[config.mk]
export PLATFORM = sky130hd
export DESIGN_NAME = mttr_regs
export DESIGN_NICKNAME = d
export VERILOG_FILES = /design/src/shared/mttr_pkg.sv /design/src/core/mttr_regs.sv
export VERILOG_INCLUDE_DIRS = /design/src /design/src/shared
export SDC_FILE = /design/constraint.sdc
export NUM_CORES = 1
export LEC_CHECK = 0
export CAP_MARGIN = 20
export CORE_MARGIN = 3
export CORE_UTILIZATION = 41
export DETAILED_ROUTE_END_ITERATION = 12
export DONT_BUFFER_PORTS = 1
export GPL_TIMING_DRIVEN = 1
export PLACE_DENSITY = 0.53
export SLEW_MARGIN = 40
export SYNTH_ARGS = -nofsm -noshare
export SYNTH_HDL_FRONTEND = slang
export SYNTH_SLANG_ARGS = --single-unit
[constraint.sdc]
create_clock -name sys_clk -period 2.78 [get_ports sys_clk]
set_input_delay 0.139 -clock sys_clk [delete_from_list [all_inputs] [get_ports sys_clk]]
set_output_delay 0.139 -clock sys_clk [all_outputs]
set_load 0.05 [all_outputs]
[src/shared/mttr_params.svh]
// mode, interval and threshold register constants
// assumes inclusion by the mode register bank only
`ifndef MTTR_PARAMS_SVH
`define MTTR_PARAMS_SVH
`define MTTR_ADDR_MODE 8'h0a
`define MTTR_ADDR_IVL_HI 8'h0b
`define MTTR_ADDR_IVL_LO 8'h0c
`define MTTR_ADDR_LIM_HI 8'h0d
`define MTTR_ADDR_LIM_LO 8'h0e
`define MTTR_RST_MODE 8'h00
`define MTTR_RST_IVL_HI 8'h80
`define MTTR_RST_IVL_LO 8'h00
`define MTTR_RST_LIM_HI 8'h00
`define MTTR_RST_LIM_LO 8'h00
`define MTTR_BIT_RUN 0
`define MTTR_BIT_WAKE_EN 1
`define MTTR_BIT_UNIT 7
`define MTTR_MODE_MSB 7
`define MTTR_MODE_LSB 6
`define MTTR_CYC_MSB 5
`define MTTR_CYC_LSB 3
`define MTTR_CYC_BASE 4'h3
`define MTTR_CYC_MAX 4'ha
`define MTTR_IVL_HI_MSB 6
`define MTTR_RDATA_IDLE 8'h00
`endif

[src/shared/mttr_pkg.sv]
// types for the mode, interval and threshold register bank
// assumes no other package
package mttr_pkg;
  typedef enum logic [1:0]
  {
    MTTR_NORMAL_ONE = 2'b00,
    MTTR_NORMAL_TWO = 2'b01,
    MTTR_LOW_POWER_ONE = 2'b10,
    MTTR_LOW_POWER_TWO = 2'b11
  } mttr_mode_t;
  typedef enum logic [2:0]
  {
    MTTR_ST_HALT = 3'b000,
    MTTR_ST_NORMAL_ONE = 3'b001,
    MTTR_ST_NORMAL_TWO = 3'b010,
    MTTR_ST_LOW_ONE = 3'b011,
    MTTR_ST_LOW_TWO = 3'b100
  } mttr_state_t;
endpackage

[src/core/mttr_regs.sv]
// mode control, standby interval and current limit registers
// assumes a serial front end giving byte writes and reads on sys_clk
`timescale 1ns/1ps
`default_nettype none
`include "mttr_params.svh"
module mttr_regs
  import mttr_pkg::*;
(
  // clock and reset
  input wire logic sys_clk,
  input wire logic rst_n,
  // register access
  input wire logic reg_wr,
  input wire logic reg_rd,
  input wire logic [7:0] reg_addr,
  input wire logic [7:0] reg_wdata,
  output logic [7:0] reg_rdata,
  output logic reg_hit,
  // configuration out
  output logic [14:0] standby_interval,
  output logic interval_in_seconds,
  output logic [15:0] standby_current_limit,
  output logic [3:0] compare_cycles,
  output mttr_mode_t target_mode,
  // state and pin
  output mttr_state_t op_state,
  output logic wake_indication_pin
);
  // ****************************************
  // helpers
  // ****************************************
  function automatic logic is_standby(input mttr_state_t s);
    is_standby = (s == MTTR_ST_LOW_ONE) || (s == MTTR_ST_LOW_TWO);
  endfunction
  function automatic mttr_state_t mode_state(input mttr_mode_t m);
    case (m)
      MTTR_NORMAL_ONE: mode_state = MTTR_ST_NORMAL_ONE;
      MTTR_NORMAL_TWO: mode_state = MTTR_ST_NORMAL_TWO;
      MTTR_LOW_POWER_ONE: mode_state = MTTR_ST_LOW_ONE;
      default: mode_state = MTTR_ST_LOW_TWO;
    endcase
  endfunction

  // ****************************************
  // register file
  // ****************************************
  logic [7:0] mode_reg, ivl_hi, ivl_lo, lim_hi, lim_lo;
  logic [7:0] next_mode_reg, next_ivl_hi, next_ivl_lo, next_lim_hi;
  logic [7:0] next_lim_lo, next_reg_rdata;
  logic [3:0] next_compare_cycles;

  always_comb
  begin
    next_mode_reg = mode_reg;
    next_ivl_hi = ivl_hi;
    next_ivl_lo = ivl_lo;
    next_lim_hi = lim_hi;
    next_lim_lo = lim_lo;
    next_reg_rdata = reg_rdata;
    if (reg_wr)
    begin
      case (reg_addr)
        `MTTR_ADDR_MODE: next_mode_reg = reg_wdata;
        `MTTR_ADDR_IVL_HI: next_ivl_hi = reg_wdata;
        `MTTR_ADDR_IVL_LO: next_ivl_lo = reg_wdata;
        `MTTR_ADDR_LIM_HI: next_lim_hi = reg_wdata;
        `MTTR_ADDR_LIM_LO: next_lim_lo = reg_wdata;
        default: ;
      endcase
    end
    if (reg_rd)
    begin
      case (reg_addr)
        `MTTR_ADDR_MODE: next_reg_rdata = mode_reg;
        `MTTR_ADDR_IVL_HI: next_reg_rdata = ivl_hi;
        `MTTR_ADDR_IVL_LO: next_reg_rdata = ivl_lo;
        `MTTR_ADDR_LIM_HI: next_reg_rdata = lim_hi;
        `MTTR_ADDR_LIM_LO: next_reg_rdata = lim_lo;
        default: next_reg_rdata = `MTTR_RDATA_IDLE;
      endcase
    end
    next_compare_cycles = `MTTR_CYC_BASE
      + {1'b0, next_mode_reg[`MTTR_CYC_MSB:`MTTR_CYC_LSB]};
  end

  always_ff @(posedge sys_clk or negedge rst_n)
  begin
    if (!rst_n)
    begin
      mode_reg <= `MTTR_RST_MODE;
      ivl_hi <= `MTTR_RST_IVL_HI;
      ivl_lo <= `MTTR_RST_IVL_LO;
      lim_hi <= `MTTR_RST_LIM_HI;
      lim_lo <= `MTTR_RST_LIM_LO;
      reg_rdata <= `MTTR_RDATA_IDLE;
      // reset field code is zero
      compare_cycles <= `MTTR_CYC_BASE;
    end
    else
    begin
      mode_reg <= next_mode_reg;
      ivl_hi <= next_ivl_hi;
      ivl_lo <= next_ivl_lo;
      lim_hi <= next_lim_hi;
      lim_lo <= next_lim_lo;
      reg_rdata <= next_reg_rdata;
      compare_cycles <= next_compare_cycles;
    end
  end

  assign reg_hit = (reg_addr >= `MTTR_ADDR_MODE)
    && (reg_addr <= `MTTR_ADDR_LIM_LO);
  // unsigned count in the selected unit
  assign standby_interval =
    {ivl_hi[`MTTR_IVL_HI_MSB:0], ivl_lo};
  assign interval_in_seconds = ivl_hi[`MTTR_BIT_UNIT];
  assign standby_current_limit = {lim_hi, lim_lo};
  assign target_mode =
    mttr_mode_t'(mode_reg[`MTTR_MODE_MSB:`MTTR_MODE_LSB]);

  // ****************************************
  // operating state and wake pin
  // ****************************************
  mttr_state_t next_op_state;
  logic next_wake;

  always_comb
  begin
    next_op_state = op_state;
    if (!mode_reg[`MTTR_BIT_RUN])
      next_op_state = MTTR_ST_HALT;
    else
      next_op_state = mode_state(target_mode);
    next_wake = mode_reg[`MTTR_BIT_WAKE_EN] && is_standby(op_state)
      && !is_standby(next_op_state)
      && (next_op_state != MTTR_ST_HALT);
  end

  always_ff @(posedge sys_clk or negedge rst_n)
  begin
    if (!rst_n)
    begin
      op_state <= MTTR_ST_HALT;
      wake_indication_pin <= 1'b0;
    end
    else
    begin
      op_state <= next_op_state;
      wake_indication_pin <= next_wake;
    end
  end
endmodule // mttr_regs
`default_nettype wire

==> impl_table.tex, run 1 <==
\begin{tabular}{lr}
\hline
Metric & Value \\
\hline
\multicolumn{2}{l}{\textbf{Place}} \\
Post-Place Setup Slack & 0.782 ns \\
Routability congestion estimate & just under 0.8 \\
Number of placed instances, taps included & about 270 \\
Port Buffer Count & 0 \\
Estimated wirelength of the detail-placed design & approximately 4200 µm \\
\multicolumn{2}{l}{\textbf{Setup path}} \\
Worst Setup Path Type & flip-flop to flip-flop \\
Req. time, crit path & between 2 and 3 ns \\
List of cells traversed by the critical path & inv\_1, ha\_1, nor2\_1, a2111oi\_0 \\
Terminus of the critical flop-to-flop path & wake\_indication\_pin\$\_DFF\_PN0\_ \\
Worst Path Arrival & around 2 ns \\
Crit path largest cell delay & between 0.7 and 0.8 ns \\
Timing endpoint of the critical path & wake\_indication\_pin\$\_DFF\_PN0\_ \\
Critical path endpoint category & flip-flop \\
Beginning of the critical path & mode\_reg[6]\$\_DFFE\_PN0P\_ \\
Critical path peak fanout & 5 \\
Launch instance of the worst register-to-register path & mode\_reg[6]\$\_DFFE\_PN0P\_ \\
Cell depth of the worst flop-to-flop path & 4 \\
Crit path launch type & flip-flop \\
Slowest stage cell, crit path & sky130\_fd\_sc\_hd\_\_dfrtp\_1 \\
Setup slack of the most critical reg-to-reg path & around 1.0 ns \\
\multicolumn{2}{l}{\textbf{Cells and area}} \\
Net count reported at finish & about 230 \\
Final instance count without filler cells & around 280 \\
Share of final-layout standard cells stronger than drive strength 1 & 0.234 \\
Antenna diode count & 0 \\
Layout area overhead & 9.53\% \\
\multicolumn{2}{l}{\textbf{STA}} \\
Worst-case headroom to the max-slew limit & 0.577 \\
Worst slack on hold paths & 0.0248 ns \\
Maximum operating frequency & roughly 560 MHz \\
Clock skew & about 0.0031 ns \\
Smallest setup slack after layout & roughly 1 ns \\
Total count of hold-check failures in the final report & 0 \\
Final-report max-slew violation count & 0 \\
Time the worst path needs with I/O delays and setup & around 1.8 ns \\
Final period util & 0.641 \\
Count of endpoints failing setup in the final report & 0 \\
Worst Tran Pin Value & between 0.6 and 0.7 ns \\
RSZ-0062 raised after global routing & no \\
Fin Setup TNS & 0 ns \\
\multicolumn{2}{l}{\textbf{Route}} \\
Number of remaining DRC errors & 0 \\
Detail-routed via count per cell & between 5 and 6 \\
Final ANT Viol Nets & 0 \\
Count of vias placed by the detailed router & around 1600 \\
Number of optimization iterations in the first detailed-route pass & 4 \\
Number of DRC markers after the initial detailed-route iteration & 86 \\
Post-DR wirelength/cell & $\sim$21 µm \\
Routed wire length & between 5000 and 6000 µm \\
\multicolumn{2}{l}{\textbf{Pwr}} \\
Power Internal & 0.00118 W \\
Switching power as a share of total power & 0.276 \\
Pwr/cell area & 561 mW/mm² \\
Share of power burned in the clock network & 0.324 \\
Largest voltage drop on the vdd net & approximately 0.00025 V \\
Power share of the sequential group & 0.605 \\
Combinational group share of total power & 0.071 \\
Leakage Power & roughly 1.4 nW \\
Switch Pwr & around 0.00045 W \\
\multicolumn{2}{l}{\textbf{Yosys}} \\
Primary FF master, synth & sky130\_fd\_sc\_hd\_\_dfrtp\_1 \\
Net count of the mapped netlist & about 230 \\
Cell area after synthesis & between 0.002 and 0.003 mm² \\
Portion of the post-synthesis area used by sequential elements & 0.530 \\
FFs w/ async S/R, synth & 1.00 \\
Average footprint of a synthesized cell & between 10 and 15 µm² \\
Count of mapped cells out of synthesis & 203 \\
Post-synth EDFFs & 0 \\
Synthesis-stage register bit count & 56 \\
YS warnings & 0 \\
Count of distinct cell types in the synthesized netlist & 31 \\
\multicolumn{2}{l}{\textbf{Run status}} \\
Result of the run & finished clean \\
\multicolumn{2}{l}{\textbf{Floorplanning}} \\
Die area & $\sim$0.0075 mm² \\
Top Ports & 71 \\
\# rows & 28 \\
Effective utilization at floorplan & 0.435 \\
Horizontal die dimension & $\sim$86 µm \\
Vertical die dimension & around 86 µm \\
Core outline area & slightly above 0.006 mm² \\
\multicolumn{2}{l}{\textbf{Clock tree}} \\
CTS Sinks & 56 \\
Root cell of the clock tree & sky130\_fd\_sc\_hd\_\_clkbuf\_8 \\
Post-cts repair resize count & 0 \\
Number of setup buffers added after CTS & 0 \\
Maximum level of the CTS H-tree & 2 \\
CTS tree & done \\
Hold bufs inserted after CTS & 11 \\
Register clock-pin slew on the reported worst setup and hold paths & about 0.1 ns \\
Clock buffers created by TritonCTS & 5 \\
Clk Latency, worst-skew pair & 0.31 ns \\
Number of buffers on the longest clock path & 2 \\
\multicolumn{2}{l}{\textbf{GRT}} \\
Number of antenna violations at the first check in global routing & 0 \\
Global-route congestion overflow total & 0 \\
First-pass GRT wire length & 9080 µm \\
Overall track demand over capacity in global routing & 0.160 \\
Vias in the first global route & around 1600 \\
Pin count of the biggest net entering global routing & 57 \\
\multicolumn{2}{l}{\textbf{Worst hold path}} \\
Min-delay src & reg\_wdata[5] \\
Type of the tightest min-delay check & input port to flip-flop \\
\multicolumn{2}{l}{\textbf{Job}} \\
Max-capacitance violation count & 0 \\
\hline
\end{tabular}
## placed cells by master, fill, tap and decap left out, types with 2 or more instances in the layout
master,Yosys,layout
sky130_fd_sc_hd__o22ai_1,14,14
sky130_fd_sc_hd__or3_1,3,3
sky130_fd_sc_hd__ha_1,4,4
sky130_fd_sc_hd__o21ai_0,2,2
sky130_fd_sc_hd__nor2b_1,2,2
sky130_fd_sc_hd__clkbuf_8,0,5
sky130_fd_sc_hd__mux2i_1,15,15
sky130_fd_sc_hd__dfrtp_1,53,53
sky130_fd_sc_hd__dlygate4sd3_1,0,10
sky130_fd_sc_hd__nor3_1,2,2
sky130_fd_sc_hd__mux2_4,23,23
sky130_fd_sc_hd__inv_1,14,14
sky130_fd_sc_hd__nand2_1,6,6
sky130_fd_sc_hd__nand3b_1,6,6
sky130_fd_sc_hd__a21oi_1,9,9
sky130_fd_sc_hd__mux2_2,14,14
sky130_fd_sc_hd__nand3_1,2,2
sky130_fd_sc_hd__dfstp_2,3,3
sky130_fd_sc_hd__nor3b_1,2,2
sky130_fd_sc_hd__and2_1,2,2
sky130_fd_sc_hd__nor2_1,4,4
sky130_fd_sc_hd__mux2_1,2,2
## routing by layer
layer,GRT usage,share of wire,vias up
met5,0,0,-
met4,0.0510,0.011,0
met3,0.0551,0.088,6
met2,0.239,0.45,61
met1,0.220,0.45,797
li1,-,-,727
## final cells by class
| cell class | count | area, µm² |
|---|---|---|
| repair buffers | 11 | 128 |
| multi-input cells | 120 | 1120 |
| fillers | 546 | 3190 |
| flip-flops and latches | 56 | 1410 |
| clock buffers | 6 | 72.6 |
| inverters | 14 | 52.6 |
| well taps | 75 | 93.8 |
| clock inverters | 2 | 35.0 |
## metrics by stage
step / total power, W / utilization / instance area (µm²)
after CTS: 0.00164 / 0.476 / 2900
after floorplan: 0.00107 / - / 2650
final: 0.00163 / 0.476 / 2900
after detailed placement: 0.00108 / 0.438 / 2670
after global placement: 0.00108 / 0.438 / 2670
after global routing: 0.00169 / 0.476 / 2900
## critical path, delay by kind of cell, from the launching register on
kind | cells | cell delay [ns]
and+or+nand+nor | 1 | 0.04
DFF | 1 | 0.74
adders and majority gates | 1 | 0.34
buffers and inverters | 1 | 0.14
AOI/OAI and AO/OA | 1 | 0.39
## synth_stat cells (all sizes together), types with 2 or more instances
cell type / instances / area share
dfrtp: 53 / 0.50
mux2: 39 / 0.20
mux2i: 15 / 0.057
inv: 14 / 0.020
o22ai: 14 / 0.033
buf: 13 / 0.029
a21oi: 9 / 0.017
nand2: 6 / 0.0085
nand3b: 6 / 0.017
ha: 4 / 0.019
nor2: 4 / 0.0057
dfstp: 3 / 0.030
or3: 3 / 0.0071
and2: 2 / 0.0047
nand3: 2 / 0.0038
nor2b: 2 / 0.0047
nor3: 2 / 0.0038
nor3b: 2 / 0.0057
o21ai: 2 / 0.0038
## worst min-delay path by stage
stage / to / depth (start not counted)
floorplan: compare_cycles[2]$_DFF_PN0_ / 0
CTS: mode_reg[5]$_DFF_PN0_ / 1
detailed placement: reg_rdata[0]$_DFFE_PN0P_ / 0
global placement: op_state[2]$_DFF_PN0_ / 0
finish: mode_reg[5]$_DFF_PN0_ / 1
global route: mode_reg[5]$_DFF_PN0_ / 1
## power by group through the flow
| stage | logic, W | clock network [W] | registers, W |
|---|---|---|---|
| after global placement | 0.0000742 | 0 | 0.00100 |
| after global routing | 0.000129 | 0.000575 | 0.000991 |
| final | 0.000116 | 0.000527 | 0.000985 |
| after floorplan | 0.0000868 | 0 | 0.000984 |
| after detailed placement | 0.0000766 | 0 | 0.00100 |
| after CTS | 0.000118 | 0.000538 | 0.000987 |
## kinds of logic (layout without fill, tap and decap cells)
family | Yosys count | count (layout) | share of synthesized area
multiplexers | 54 | 54 | 0.255
buffers and inverters | 27 | 33 | 0.0486
AO/OA/AOI/OAI | 29 | 29 | 0.0675
flip-flops | 56 | 56 | 0.530
AND/OR/NAND/NOR | 32 | 32 | 0.0769
adder cells (fa/ha/maj) | 4 | 4 | 0.0189
XOR/XNOR | 1 | 1 | 0.00330
Note: power is estimated with default switching activity, not from simulation.
==> run 2, diff against run 1 <==
--- a/config.mk
+++ b/config.mk
@@ -12,7 +12,7 @@
 export DETAILED_ROUTE_END_ITERATION = 12
 export DONT_BUFFER_PORTS = 1
 export GPL_TIMING_DRIVEN = 1
-export PLACE_DENSITY = 0.53
+export PLACE_DENSITY = 0.55
 export SLEW_MARGIN = 40
 export SYNTH_ARGS = -nofsm -noshare
 export SYNTH_HDL_FRONTEND = slang
==> constraint.sdc (replaced) <==
create_clock -name sys_clk -period 1.5 [get_ports sys_clk]
set_input_delay 0.075 -clock sys_clk [delete_from_list [all_inputs] [get_ports sys_clk]]
set_output_delay 0.075 -clock sys_clk [all_outputs]
set_load 0.05 [all_outputs]
==> impl_table.tex, run 2 (synthesis results as in run 1) <==
\begin{tabular}{lr}
\hline
Metric & Value \\
\hline
\multicolumn{2}{l}{\textbf{Clock tree}} \\
Number of buffers on the longest clock path & 2 (unchanged) \\
CTS tree & done \\
CTS Sinks & 56 (unchanged) \\
Clock buffers created by TritonCTS & 5 (unchanged) \\
Register clock-pin slew on the reported worst setup and hold paths & 0.10 ns (about the same) \\
Root cell of the clock tree & sky130\_fd\_sc\_hd\_\_clkbuf\_8 \\
Clk Latency, worst-skew pair & 0.31 ns (about the same) \\
Maximum level of the CTS H-tree & 2 (unchanged) \\
\multicolumn{2}{l}{\textbf{STA}} \\
Total count of hold-check failures in the final report & 0 (unchanged) \\
Worst-case headroom to the max-slew limit & 0.696 (+0.119) \\
Maximum operating frequency & 724 MHz (+29\%) \\
Worst slack on hold paths & 0.0228 ns (-0.00200 ns) \\
RSZ-0062 raised after global routing & no \\
Count of endpoints failing setup in the final report & 0 (unchanged) \\
Worst Tran Pin Value & 0.456 ns (-0.178 ns) \\
Time the worst path needs with I/O delays and setup & 1.38 ns (-0.401 ns) \\
Final-report max-slew violation count & 0 (unchanged) \\
Clock skew & 0.00940 ns (+0.00627 ns) \\
Final period util & 0.921 (+0.280) \\
Smallest setup slack after layout & 0.119 ns (-0.879 ns) \\
\multicolumn{2}{l}{\textbf{Setup path}} \\
Slowest stage cell, crit path & sky130\_fd\_sc\_hd\_\_dfrtp\_1 \\
Critical path endpoint category & flip-flop \\
Cell depth of the worst flop-to-flop path & 4 (unchanged) \\
Critical path peak fanout & 4 (-1) \\
Setup slack of the most critical reg-to-reg path & 0.12 ns (-0.88 ns) \\
List of cells traversed by the critical path & inv\_1, ha\_1, nor2\_1, a2111oi\_1 \\
Crit path largest cell delay & 0.42 ns (-0.32 ns) \\
Worst Path Arrival & 1.57 ns (-0.40 ns) \\
Req. time, crit path & 1.69 ns (-1.27 ns) \\
Worst Setup Path Type & flip-flop to flip-flop \\
Crit path launch type & flip-flop \\
\multicolumn{2}{l}{\textbf{Cells and area}} \\
Final instance count without filler cells & 347 (+22\%) \\
Leading cell type in the layout, fill and taps excluded & sky130\_fd\_sc\_hd\_\_buf\_4 \\
Most used cells in the layout excluding fill and tap cells & sky130\_fd\_sc\_hd\_\_buf\_4 (62), sky130\_fd\_sc\_hd\_\_dfrtp\_1 (53), sky130\_fd\_sc\_hd\_\_mux2\_4 (23), sky130\_fd\_sc\_hd\_\_mux2i\_1 (15) \\
Layout area overhead & 27.5\% \\
\# fillers & 514 (-5.9\%) \\
Net count reported at finish & 295 (+27\%) \\
Share of final-layout standard cells stronger than drive strength 1 & 0.408 (+0.174) \\
Area of all placed cells without fillers & 0.00338 mm² (+16\%) \\
Antenna diode count & 0 (unchanged) \\
\multicolumn{2}{l}{\textbf{Route}} \\
Detail-routed via count per cell & 5.27 (-5.9\%) \\
Final ANT Viol Nets & 0 (unchanged) \\
Number of optimization iterations in the first detailed-route pass & 4 (unchanged) \\
Routed wire length & 6650 µm (+12\%) \\
Uppermost layer routed & met4 \\
Post-DR wirelength/cell & 19.2 µm (-8.3\%) \\
Met3 layer wire length in the routed design & 468 µm (-11\%) \\
Number of remaining DRC errors & 0 (unchanged) \\
DRT met1 WL & 2840 µm (+5.6\%) \\
Sum of met2 wire segment lengths after detailed routing & 3250 µm (+22\%) \\
Count of vias placed by the detailed router & 1830 (+15\%) \\
Number of DRC markers after the initial detailed-route iteration & 77 (-10\%) \\
\multicolumn{2}{l}{\textbf{Place}} \\
Post-Place Setup Slack & -0.00296 ns (-0.784 ns) \\
Routability congestion estimate & 0.844 (+8.1\%) \\
Port Buffer Count & 0 (unchanged) \\
Estimated wirelength of the detail-placed design & 4890 µm (+15\%) \\
Number of placed instances, taps included & 327 (+23\%) \\
Total cell area at the placement stage & 0.00313 mm² (+17\%) \\
\multicolumn{2}{l}{\textbf{Pwr}} \\
Power Internal & 0.00225 W (+91\%) \\
Switch Pwr & 0.000859 W (+91\%) \\
Switching power as a share of total power & 0.276 (about the same) \\
Power after layout & 0.00311 W (+91\%) \\
Power share of the sequential group & 0.530 (-0.075) \\
Leakage Power & 1.73 nW (+23\%) \\
Pwr/cell area & 921 mW/mm² (+64\%) \\
Combinational group share of total power & 0.155 (+0.084) \\
Share of power burned in the clock network & 0.315 (-0.009) \\
Largest voltage drop on the vdd net & 0.000463 V (+87\%) \\
\multicolumn{2}{l}{\textbf{GRT}} \\
Vias in the first global route & 1950 (+20\%) \\
Pin count of the biggest net entering global routing & 57 (unchanged) \\
Overall track demand over capacity in global routing & 0.182 (+0.0222) \\
Number of antenna violations at the first check in global routing & 0 (unchanged) \\
First-pass GRT wire length & 10500 µm (+15\%) \\
Global-route congestion overflow total & 0 (unchanged) \\
\multicolumn{2}{l}{\textbf{Floorplanning}} \\
Vertical die dimension & 86.4 µm (unchanged) \\
\# rows & 28 (unchanged) \\
Effective utilization at floorplan & 0.435 (unchanged) \\
Core outline area & 0.00610 mm² (unchanged) \\
Die area & 0.00747 mm² (unchanged) \\
Horizontal die dimension & 86.4 µm (unchanged) \\
Top Ports & 71 (unchanged) \\
\multicolumn{2}{l}{\textbf{Run status}} \\
Result of the run & finished clean \\
\multicolumn{2}{l}{\textbf{Job}} \\
Max-capacitance violation count & 0 (unchanged) \\
\multicolumn{2}{l}{\textbf{Worst hold path}} \\
Type of the tightest min-delay check & input port to flip-flop \\
Number of cells on the worst hold path & 2 (+1) \\
\hline
\end{tabular}
[run 2: timing repair]
item | in CTS | in global routing
endpoints found under the hold margin | 105 | 0
setup buffers | 0 | 0
hold buffers | 12 | 0
setup endpoints to repair | 0 | 1
gates resized for setup | 0 | 1
[run 2: cell type report]
cell class              instances  area (µm²)  area share
clock inverters                 2        35.0      0.0104
multi-input cells             120        1120       0.331
clock buffers                   6        72.6      0.0215
inverters                      14        52.6      0.0155
flip-flops and latches         56        1410       0.416
repair buffers                 74         603       0.178
well taps                      75        93.8      0.0278
[run 2: stage by stage]
step | utilization | TNS (ns)
after floorplan | - | 0
after global placement | 0.514 | 0
after detailed placement | 0.514 | -0.00410
after CTS | 0.554 | 0
after global routing | 0.555 | 0
final | 0.555 | 0
[run 2: path summary, 6_finish.rpt]
path                                               from                            end
worst max-delay path            mode_reg[6]$_DFFE_PN0P_  wake_indication_pin$_DFF_PN0_
worst min-delay path                       reg_wdata[3]    compare_cycles[3]$_DFF_PN0_
worst max register to register  mode_reg[6]$_DFFE_PN0P_  wake_indication_pin$_DFF_PN0_
worst min register to register  mode_reg[7]$_DFFE_PN0P_  wake_indication_pin$_DFF_PN0_
max in group asynchronous                         rst_n    compare_cycles[1]$_DFF_PN1_
min in group asynchronous                         rst_n          lim_lo[1]$_DFFE_PN0P_
[run 2: critical path: cells and delay by family, from the launching register on]
| family | cells | cell delay, ns |
|---|---|---|
| AO/OA/AOI/OAI | 1 | 0.41 |
| adder cells (fa/ha/maj) | 1 | 0.30 |
| buffers and inverters | 1 | 0.08 |
| flip-flops | 1 | 0.42 |
| AND/OR/NAND/NOR | 1 | 0.05 |
[run 2: per-layer routing]
metal / global-route usage / up-vias
met3: 0.0542 / 9
met2: 0.293 / 61
li1: - / 856
met5: 0 / -
met4: 0.0552 / 0
met1: 0.238 / 904
[run 2: power by group through the flow]
stage	logic (W)	registers (W)	clock network, W
floorplan	0.000161	0.00182	0
global placement	0.000398	0.00168	0
detailed placement	0.000406	0.00168	0
CTS	0.000488	0.00165	0.00100
global route	0.000511	0.00166	0.00106
finish	0.000482	0.00165	0.000982
